### src/pcsd_consts.svh
/*
  offsets, field positions and reset values of the chip select 2 decoder.
  assumes inclusion by the package and design files only.
*/
`ifndef PCSD_CONSTS_SVH
`define PCSD_CONSTS_SVH
`define PCSD_OFF_MODE 8'h28
`define PCSD_OFF_START 8'h29
`define PCSD_OFF_STOP 8'h2A
`define PCSD_OFF_UPPER 8'h2B
`define PCSD_OFF_ALT_MODE 8'h2C
`define PCSD_OFF_STATUS 8'h2E
`define PCSD_RST_BYTE 8'h00
`define PCSD_RST_ALT_MODE 8'h0C
`define PCSD_MODE_MEM_BIT 7
`define PCSD_MODE_WIDTH_BIT 5
`define PCSD_MODE_WATCH_BIT 4
`define PCSD_MODE_NMI_HI 3
`define PCSD_MODE_NMI_LO 2
`define PCSD_MODE_GATE_HI 1
`define PCSD_MODE_GATE_LO 0
`define PCSD_RSVD_MASK 8'hBF
`define PCSD_ALT_RSVD_MASK 8'hBF
`endif

### src/pcsd_pkg.sv
/*
  types shared by the chip select 2 decoder files.
  assumes pcsd_consts.svh is alongside.
*/
`include "pcsd_consts.svh"
package pcsd_pkg;
  typedef enum logic [1:0] {
    GATE_OFF,
    GATE_READ,
    GATE_WRITE,
    GATE_ADDR
  } pcsd_gate_t;
  typedef enum logic [1:0] {
    PART_ZERO,
    PART_RSVD,
    PART_TWO,
    PART_NONE
  } pcsd_part_t;
  typedef struct packed {
    logic [19:0] addr;
    logic mem;
    logic rd;
    logic wr;
  } pcsd_cycle_t;
  typedef struct packed {
    logic [7:0] addr;
    logic [7:0] wdata;
    logic wr;
    logic rd;
  } pcsd_reg_req_t;
endpackage : pcsd_pkg

### src/pcsd_top.sv
/*
  programmable chip select 2 decoder with register port, alternate select,
  bus width, activity and nmi outputs.
  assumes the cpu cycle inputs are synchronous to core_clk_in.
*/
// The strobed register port is this design's own decision.
`timescale 1ns/1ps
`include "pcsd_consts.svh"
module pcsd_top (
  // clock and reset
  input wire logic core_clk_in,
  input wire logic rst_in,
  // register port
  input wire pcsd_pkg::pcsd_reg_req_t reg_in,
  output logic [7:0] reg_rdata_out,
  // cpu cycle
  input wire pcsd_pkg::pcsd_cycle_t cycle_in,
  input wire logic chip_select_zero_in,
  input wire logic ack16_in,
  // outputs
  output logic chip_select_two_out,
  output logic alt_select_out,
  output logic cycle16_out,
  output logic activity_out,
  output logic nmi_out
);
  import pcsd_pkg::*;
  typedef struct packed {
    logic [7:0] mode;
    logic [7:0] start;
    logic [7:0] stop;
    logic [7:0] upper;
    logic [7:0] alt_mode;
    logic [7:0] rdata;
    logic hit_seen;
  } pcsd_state_t;
  pcsd_state_t st;
  pcsd_state_t next_st;
  logic hit;
  logic cs2;
  logic alt_hit;
  logic alt_sel;
  logic hit_any;
  pcsd_part_t part;
  pcsd_window #(
    .ADDR_W(20)
  ) u_win (
    .mem_in(st.mode[`PCSD_MODE_MEM_BIT]),
    .start_in(st.start),
    .stop_in(st.stop),
    .upper_in(st.upper),
    .addr_in(cycle_in.addr),
    .hit_out(hit)
  );
  pcsd_gate u_gate (
    .mode_in(st.mode[`PCSD_MODE_GATE_HI:`PCSD_MODE_GATE_LO]),
    .hit_in(hit),
    .rd_in(cycle_in.rd),
    .wr_in(cycle_in.wr),
    .sel_out(cs2)
  );
  pcsd_gate u_alt_gate (
    .mode_in(st.alt_mode[`PCSD_MODE_GATE_HI:`PCSD_MODE_GATE_LO]),
    .hit_in(alt_hit),
    .rd_in(cycle_in.rd),
    .wr_in(cycle_in.wr),
    .sel_out(alt_sel)
  );
  always_comb begin
    part = pcsd_part_t'(st.alt_mode[`PCSD_MODE_NMI_HI:`PCSD_MODE_NMI_LO]);
    // select only in the chosen space
    chip_select_two_out = cs2 && (cycle_in.mem == st.mode[`PCSD_MODE_MEM_BIT]);
    hit_any = chip_select_two_out;
    // alternate select: space choice then optional and with a partner select
    alt_hit = (cycle_in.mem == st.alt_mode[`PCSD_MODE_MEM_BIT]);
    case (part)
      PART_ZERO: alt_select_out = alt_sel && chip_select_zero_in;
      PART_TWO: alt_select_out = alt_sel && chip_select_two_out;
      PART_NONE: alt_select_out = alt_sel;
      default: alt_select_out = 1'b0;
    endcase
    cycle16_out = hit_any && (st.mode[`PCSD_MODE_WIDTH_BIT] || ack16_in);
    activity_out = hit_any && st.mode[`PCSD_MODE_WATCH_BIT];
    case (st.mode[`PCSD_MODE_NMI_HI:`PCSD_MODE_NMI_LO])
      2'h1: nmi_out = hit_any && cycle_in.rd;
      2'h2: nmi_out = hit_any && cycle_in.wr;
      2'h3: nmi_out = hit_any && (cycle_in.rd || cycle_in.wr);
      default: nmi_out = 1'b0;
    endcase
  end
  always_comb begin
    next_st = st;
    next_st.hit_seen = hit_any;
    next_st.rdata = `PCSD_RST_BYTE;
    if (reg_in.wr) begin
      case (reg_in.addr)
        `PCSD_OFF_MODE: next_st.mode = reg_in.wdata & `PCSD_RSVD_MASK;
        `PCSD_OFF_START: next_st.start = reg_in.wdata;
        `PCSD_OFF_STOP: next_st.stop = reg_in.wdata;
        `PCSD_OFF_UPPER: next_st.upper = reg_in.wdata;
        `PCSD_OFF_ALT_MODE: next_st.alt_mode = reg_in.wdata & `PCSD_ALT_RSVD_MASK;
        default: next_st.mode = st.mode;
      endcase
    end
    if (reg_in.rd) begin
      case (reg_in.addr)
        `PCSD_OFF_MODE: next_st.rdata = st.mode;
        `PCSD_OFF_START: next_st.rdata = st.start;
        `PCSD_OFF_STOP: next_st.rdata = st.stop;
        `PCSD_OFF_UPPER: next_st.rdata = st.upper;
        `PCSD_OFF_ALT_MODE: next_st.rdata = st.alt_mode;
        `PCSD_OFF_STATUS: next_st.rdata = {7'h00, st.hit_seen};
        default: next_st.rdata = `PCSD_RST_BYTE;
      endcase
    end
  end
  always_ff @(posedge core_clk_in) begin
    if (rst_in) begin
      st.mode <= `PCSD_RST_BYTE;
      st.start <= `PCSD_RST_BYTE;
      st.stop <= `PCSD_RST_BYTE;
      st.upper <= `PCSD_RST_BYTE;
      st.alt_mode <= `PCSD_RST_ALT_MODE;
      st.rdata <= `PCSD_RST_BYTE;
      st.hit_seen <= 1'b0;
    end else begin
      st <= next_st;
    end
  end
  assign reg_rdata_out = st.rdata;
endmodule : pcsd_top

### src/pcsd_window.sv
/*
  window compare: start and stop bounds plus upper address match.
  assumes a registered config and a cycle address stable within the clock.
*/
`timescale 1ns/1ps
module pcsd_window #(
  parameter int ADDR_W = 20
) (
  // config
  input wire logic mem_in,
  input wire logic [7:0] start_in,
  input wire logic [7:0] stop_in,
  input wire logic [7:0] upper_in,
  // cycle
  input wire logic [ADDR_W-1:0] addr_in,
  // result
  output logic hit_out
);
  if (ADDR_W < 20) begin : g_addr_check
    $error("pcsd_window needs 20 address bits");
  end
  logic [7:0] low;
  logic up_ok;
  always_comb begin
    low = mem_in ? addr_in[15:8] : addr_in[7:0];
    up_ok = mem_in ? (upper_in[3:0] == addr_in[19:16]) : (upper_in == addr_in[15:8]);
    hit_out = up_ok && (low >= start_in) && (low <= stop_in);
  end
endmodule : pcsd_window

### src/pcsd_gate.sv
/*
  strobe gating of a decoded hit by a two-bit mode.
  assumes strobes are levels of the current bus cycle.
*/
`timescale 1ns/1ps
module pcsd_gate (
  // inputs
  input wire logic [1:0] mode_in,
  input wire logic hit_in,
  input wire logic rd_in,
  input wire logic wr_in,
  // result
  output logic sel_out
);
  always_comb begin
    case (mode_in)
      2'h1: sel_out = hit_in && rd_in;
      2'h2: sel_out = hit_in && wr_in;
      2'h3: sel_out = hit_in;
      default: sel_out = 1'b0;
    endcase
  end
endmodule : pcsd_gate

### config.mk
export PLATFORM = sky130hd
export DESIGN_NAME = pcsd_top
export DESIGN_NICKNAME = d
export VERILOG_FILES = /design/src/pcsd_pkg.sv /design/src/pcsd_top.sv /design/src/pcsd_window.sv /design/src/pcsd_gate.sv
export VERILOG_INCLUDE_DIRS = /design/src
export SDC_FILE = /design/constraint.sdc
export NUM_CORES = 1
export LEC_CHECK = 0
export ABC_CLOCK_PERIOD_IN_PS = 8270
export BUFFER_PORTS_ARGS = -buffer_cell sky130_fd_sc_hd__buf_2
export CAP_MARGIN = 20
export CORE_ASPECT_RATIO = 0.8
export CORE_MARGIN = 5
export CORE_UTILIZATION = 60
export CTS_BUF_LIST = sky130_fd_sc_hd__clkbuf_8 sky130_fd_sc_hd__clkbuf_16
export DETAILED_ROUTE_END_ITERATION = 10
export PLACE_DENSITY_LB_ADDON = 0.15
export SLEW_MARGIN = 25
export SYNTH_ARGS = -nofsm -noshare
export SYNTH_HDL_FRONTEND = slang
export SYNTH_HIERARCHICAL = 1
export SYNTH_SLANG_ARGS = --single-unit
### constraint.sdc
create_clock -name core_clk_in -period 8.27 [get_ports core_clk_in]
set_input_delay 0.4135 -clock core_clk_in [delete_from_list [all_inputs] [get_ports core_clk_in]]
set_output_delay 0.4135 -clock core_clk_in [all_outputs]
set_load 0.005 [all_outputs]
==> Yosys cells after proc, flatten, opt, wreduce, memory -nomap -nowiden <==
Index checks and enable logic that the tools add are counted.
{ "op_classes": {"n_lt_le_gt_ge": 2, "n_eq_ne": 21, "bitwise_logic": 1, "n_mux": 7, "reduce_logical": 23} }
{ "ops": {"columns": ["cell", "n"], "rows": [
  ["$eq 8x6->1 const B", 6],
  ["$pmux 8 s6", 1],
  ["$eq 2x2->1 const B", 8],
  ["$logic_and 1x1->1", 14],
  ["$pmux 1 s3", 4],
  ["$reduce_and 2->1", 5],
  ["$eq 8x8->1", 1],
  ["$ge 8x8->1", 1],
  ["$le 8x8->1", 1],
  ["$mux 8", 1],
  ["$eq 2x1->1 const B", 3],
  ["$eq 4x4->1", 1],
  ["$eq 1x1->1", 2],
  ["$logic_not 2->1", 1],
  ["$logic_or 1x1->1", 2],
  ["$reduce_or 2->1", 1],
  ["$mux 1", 1],
  ["$not 1->1", 1]
]} }
{ "word_totals": {"input_bits": 45, "register_bits": 47} }

==> Logic depth before layout (Yosys ltp) <==
{ "logic_depth": {"ltp_word": 9, "ltp_mapped": 14} }

==> Hierarchy <==
Netlist, hierarchy kept.
{ "by_module_without_submodules": {"columns": ["module", "cells_per_inst", "area_each_um2", "seq_area_each_um2", "instances"], "rows": [
  ["pcsd_top", 214, 2155.8, 940.9, 1],
  ["pcsd_window", 78, 644.4, 0.0, 1],
  ["pcsd_gate", 9, 75.1, 0.0, 2]
]} }

==> Worst setup path before layout <==
No wires, ideal clock.
{ "synth_timing": {"path_kind": "reg-to-output", "from": "register st[48] (netlist name)", "to": "output port alt_select_out", "arrival_ns": 2.725, "n_path_buf": 1, "path_slack_ns": 5.131, "stages_incl_launch_ff": 14, "required_ns": 7.856, "path_cell_list": "dfxtp_1 -> clkbuf_1 -> mux2_2 -> ha_1 -> o21ai_1 -> a2111oi_2 -> a2111oi_2 -> nor3_1 -> nand3b_1 -> o21ai_1 -> nand2_1 -> inv_1 -> o21ai_0 -> a21boi_0"} }
{ "synth_between": {"elab_chain_cells": 9, "word_cells_on_any_way": 13, "classes_between": "order compare: 2; eq/ne: 1; mux: 4; reduce/logical: 6"} }
{ "synth_rtl": {"columns": ["element", "line_no", "text"], "rows": [
  ["from (decl)", "pcsd_top.sv:37", "pcsd_state_t st;"],
  ["from (signal assigned)", "pcsd_top.sv:127", "st <= next_st;"],
  ["$mux 8", "pcsd_window.sv:25", "low = mem_in ? addr_in[15:8] : addr_in[7:0];"],
  ["$ge 8x8->1", "pcsd_window.sv:27", "hit_out = up_ok && (low >= start_in) && (low <= stop_in);"],
  ["$logic_and 1x1->1", "pcsd_window.sv:27", null],
  ["$logic_and 1x1->1 (*)", "pcsd_window.sv:27", null],
  ["named net hit", "pcsd_top.sv:39", "logic hit;"],
  ["$logic_and 1x1->1, on equally long branches", "pcsd_gate.sv:18, pcsd_gate.sv:17", null],
  ["$pmux 1 s3 (*)", "pcsd_gate.sv:16", "case (mode_in)"],
  ["named net cs2", "pcsd_top.sv:40", "logic cs2;"],
  ["$logic_and 1x1->1 (*)", "pcsd_top.sv:72", "chip_select_two_out = cs2 && (cycle_in.mem == st.mode[`PCSD_MODE_MEM_BIT]);"],
  ["named net chip_select_two_out", "pcsd_top.sv:21", "output logic chip_select_two_out,"],
  ["$logic_and 1x1->1 (*)", "pcsd_top.sv:78", "PART_TWO: alt_select_out = alt_sel && chip_select_two_out;"],
  ["$pmux 1 s3 (*)", "pcsd_top.sv:76", "case (part)"],
  ["to (decl)", "pcsd_top.sv:22", "output logic alt_select_out,"]
]} }
The timed path passes the listed nets; every way through them passes the cells marked *.

==> Worst setup path in the final report <==
{ "layout_timing": {"from": "register st[48] (netlist name)", "to": "output port alt_select_out"} }
{ "layout_between": {"elab_chain_cells": 9, "word_cells_on_any_way": 13, "classes_between": "order compare: 2; eq/ne: 1; mux: 4; reduce/logical: 6"} }
{ "layout_rtl": {"columns": ["element", "line_no"], "rows": [
  ["$mux 8", "pcsd_window.sv:25"],
  ["$ge 8x8->1", "pcsd_window.sv:27"],
  ["$logic_and 1x1->1", "pcsd_window.sv:27"],
  ["$logic_and 1x1->1 (*)", "pcsd_window.sv:27"],
  ["named net hit", "pcsd_top.sv:39"],
  ["$logic_and 1x1->1, on equally long branches", "pcsd_gate.sv:18, pcsd_gate.sv:17"],
  ["$pmux 1 s3 (*)", "pcsd_gate.sv:16"],
  ["named net cs2", "pcsd_top.sv:40"],
  ["$logic_and 1x1->1 (*)", "pcsd_top.sv:72"],
  ["$logic_and 1x1->1 (*)", "pcsd_top.sv:78"],
  ["$pmux 1 s3 (*)", "pcsd_top.sv:76"]
]} }
Marked as above.

==> flow_summary_export.csv <==
group,metric,value,unit
critical_path,crit_fanout,13,
clock_tree,cts.sink_count,47,
routing,antenna_left,0,
critical_path,path_cells,"mux2_2 -> ha_1 -> nand2_1 -> a2111oi_2 -> a2111oi_2 -> nor3_1 -> nand3b_1 -> o21ai_1 -> nand2_1 -> inv_1 -> o21ai_0 -> a21boi_0 -> buf_2",
layout,final_cell_mix,"buf_2 (57), nor2_1 (50), dfxtp_1 (47)",
yosys,yosysUniqueCellTypes,45,
sta,tightestPinTransition,0.9839,ns
routing,wire_per_inst,16.72,um
placed_design,place.gp.congestion,0.7974,
die,initial_core_util,63.05,%
clock_tree,cts_resized,0,
die,die_h,72.72,um
critical_path,criticalPathCategory,"flop to primary output",
die,die_w,88.40,um
pwr,power,0.4068,mW
sta,holdWs,0.3719,ns
die,rows,22,
layout,nets,420,
pwr,leakage,1.527,nW
critical_path,slowest_delay,0.69,ns
yosys,ys.flop_type,"dfxtp_1",
sta,slew_violations,0,
sta,clock_skew,0.003683,ns
clock_tree,cts_buffers,5,
placed_design,dp.cells,406,
grt,grt_max_degree,44,
outcome,status,"finished clean",
yosys,netlist_area,0.002950,mm2
clock_tree,cts_tree,"yes",
flow_run,cap_violations,0,
critical_path,slowest_stage,"dfxtp_1",
routing,dr.pass1.iters,5,
grt,overflow,0,
layout,seqCellArea,940.9,um2
routing,wirelength,6924,um
critical_path,start_kind,"flop",
sta,min_period,3.809,ns
yosys,ys_seq_elements,47,
clock_tree,h-tree-depth,2,
critical_path,cp.arrival,3.40,ns
die,coreArea,0.004679,mm2
grt,grt_usage,22.24,%
layout,drive_gt1_share,25.42,%
yosys,syn_inst,310,
routing,vias_per_cell,5.727,
routing,drc,0,
pwr,powerDensity,124.3,mW/mm2
layout,n_antenna_cell,0,
die,io_pins,58,
layout,fillers,396,
sta,tns,0,ns
sta,setup_viol,0,
grt,grt_pass1_wl,10970,um
layout,multi_input_area,0.001812,mm2
critical_path,endpoint_kind,"primary output",
yosys,syn_area_per_cell,9.517,um2
layout,fin_util,69.95,%
sta,max_slew_margin,33.46,%
grt,antenna_found_initial,0,
routing,via_count,2371,
yosys,ys_warn_count,6,
grt,grt_pass1_vias,2278,
worst_hold_path,hold_path_class,"input port to flop",
sta,period_share,46.06,%
routing,first_iter_violations,145,
sta,grt_setup_unrepaired,"no",
yosys,synth_edf_count,0,
layout,final_common_cell,"buf_2",
clock_tree,insertion_delay,0.30,ns
pwr,vdd_ir_drop_max,0.0001108,V
placed_design,portBuffers,57,
layout,final_cells,414,
clock_tree,ctsHoldBuffers,0,
clock_tree,cts_buffer_depth,2,
die,die_area,0.006428,mm2
clock_tree,clk_pin_slew,0.08,ns
clock_tree,post_cts.repair.setup_buffers,0,
sta,clock.fmax,262.5,MHz
yosys,synth-async-reset-ratio,0,%
layout,syn_to_final_growth,10.94,%
sta,hold_viol,0,
clock_tree,clockRootBuffer,"clkbuf_8",
critical_path,worstPathRequired,7.86,ns
yosys,synth_nets,377,
placed_design,dp_hpwl,5421,um
yosys,yosysSeqAreaShare,31.89,%
==> registers in the layout, summed over array words and instances, names as in the netlist <==
signal         flops
reg_rdata_out      8
st                37
part               2
==> per-layer routing <==
layer	share of wire (%)	global-route usage, %	routed length [um]
met1	45	30.03	3147
met2	46	36.27	3188
met3	7.1	4.063	489
met4	1.4	6.376	99
met5	0	0	0
==> critical path: cells and delay by family (launching register included) <==
| kind | cells | cell delay [ns] |
|---|---|---|
| AOI/OAI and AO/OA | 5 | 0.84 |
| adders and majority gates | 1 | 0.30 |
| buffers and inverters | 2 | 0.23 |
| DFF | 1 | 0.69 |
| muxes | 1 | 0.42 |
| and+or+nand+nor | 4 | 0.62 |
==> synthesized netlist by cell type (2+ instances only) <==
master     number  share of area (%)
nor2b_1         4               0.85
and3_1          2               0.42
nand4_1         3               0.64
o2bb2ai_1       2               0.59
nand4_4         2                1.4
a21oi_1        14                2.4
nand2_1        10                1.3
mux2i_1        40                 14
clkbuf_1        6               0.76
nand3_1         6                1.0
inv_1          21                2.7
xnor2_1        10                3.0
buf_4           9                2.3
nor3_1          4               0.68
buf_2           4               0.68
a22oi_1         6                1.5
xor2_1          4                1.2
mux2_2          8                3.1
ha_1           22                9.3
mux4_2          5                3.8
dfxtp_1        47                 32
a2111oi_2       2                1.0
nand3_4         2                1.2
nand3b_1        4                1.0
o21ai_1         3               0.51
nor2_1         50                6.4
o21ai_0         2               0.34
==> worst paths after layout <==
check / start / end / slack (ns) / cells after the start
min: reg_in[8] / st[39] / 0.37 / 3
max reg2reg: st[48] / st[0] / 5.47 / 10
max: st[48] / alt_select_out / 4.46 / 13
min reg2reg: st[13] / st[13] / 0.46 / 2
==> report_power, final <==
part | internal (mW) | switching, mW | total [mW]
logic | 0.0211 | 0.0273 | 0.0484
registers | 0.226 | 0.000245 | 0.227
clock network | 0.0570 | 0.0748 | 0.132
total | 0.304 | 0.102 | 0.407
==> cells by family after synthesis <==
family / after synthesis / share of synthesized area, %
simple gates: 97 / 18.70
flops: 47 / 31.89
xor+xnor: 14 / 4.156
buf+inv: 42 / 6.912
mux: 53 / 20.44
fa+ha+maj: 22 / 9.330
compound gates: 35 / 8.567
==> final cells by class <==
cell class | count | area share (%)
inverter | 21 | 2.408
sequential | 47 | 28.75
multi-input combinational | 221 | 55.35
clock inverter | 3 | 0.3823
clock buffer | 5 | 2.102
timing repair buffer | 57 | 8.716
tap | 60 | 2.294
==> through the flow <==
| step | instance area, um2 | worst slack (ns) |
|---|---|---|
| finish | 3273 | 4.461 |
| global route | 3273 | 4.148 |
| CTS | 3273 | 4.421 |
| detailed placement | 3192 | 4.764 |
| global placement | 3192 | 4.942 |
| floorplan | 2950 | 5.131 |
No activity file was read; power rests on OpenSTA's default activity.
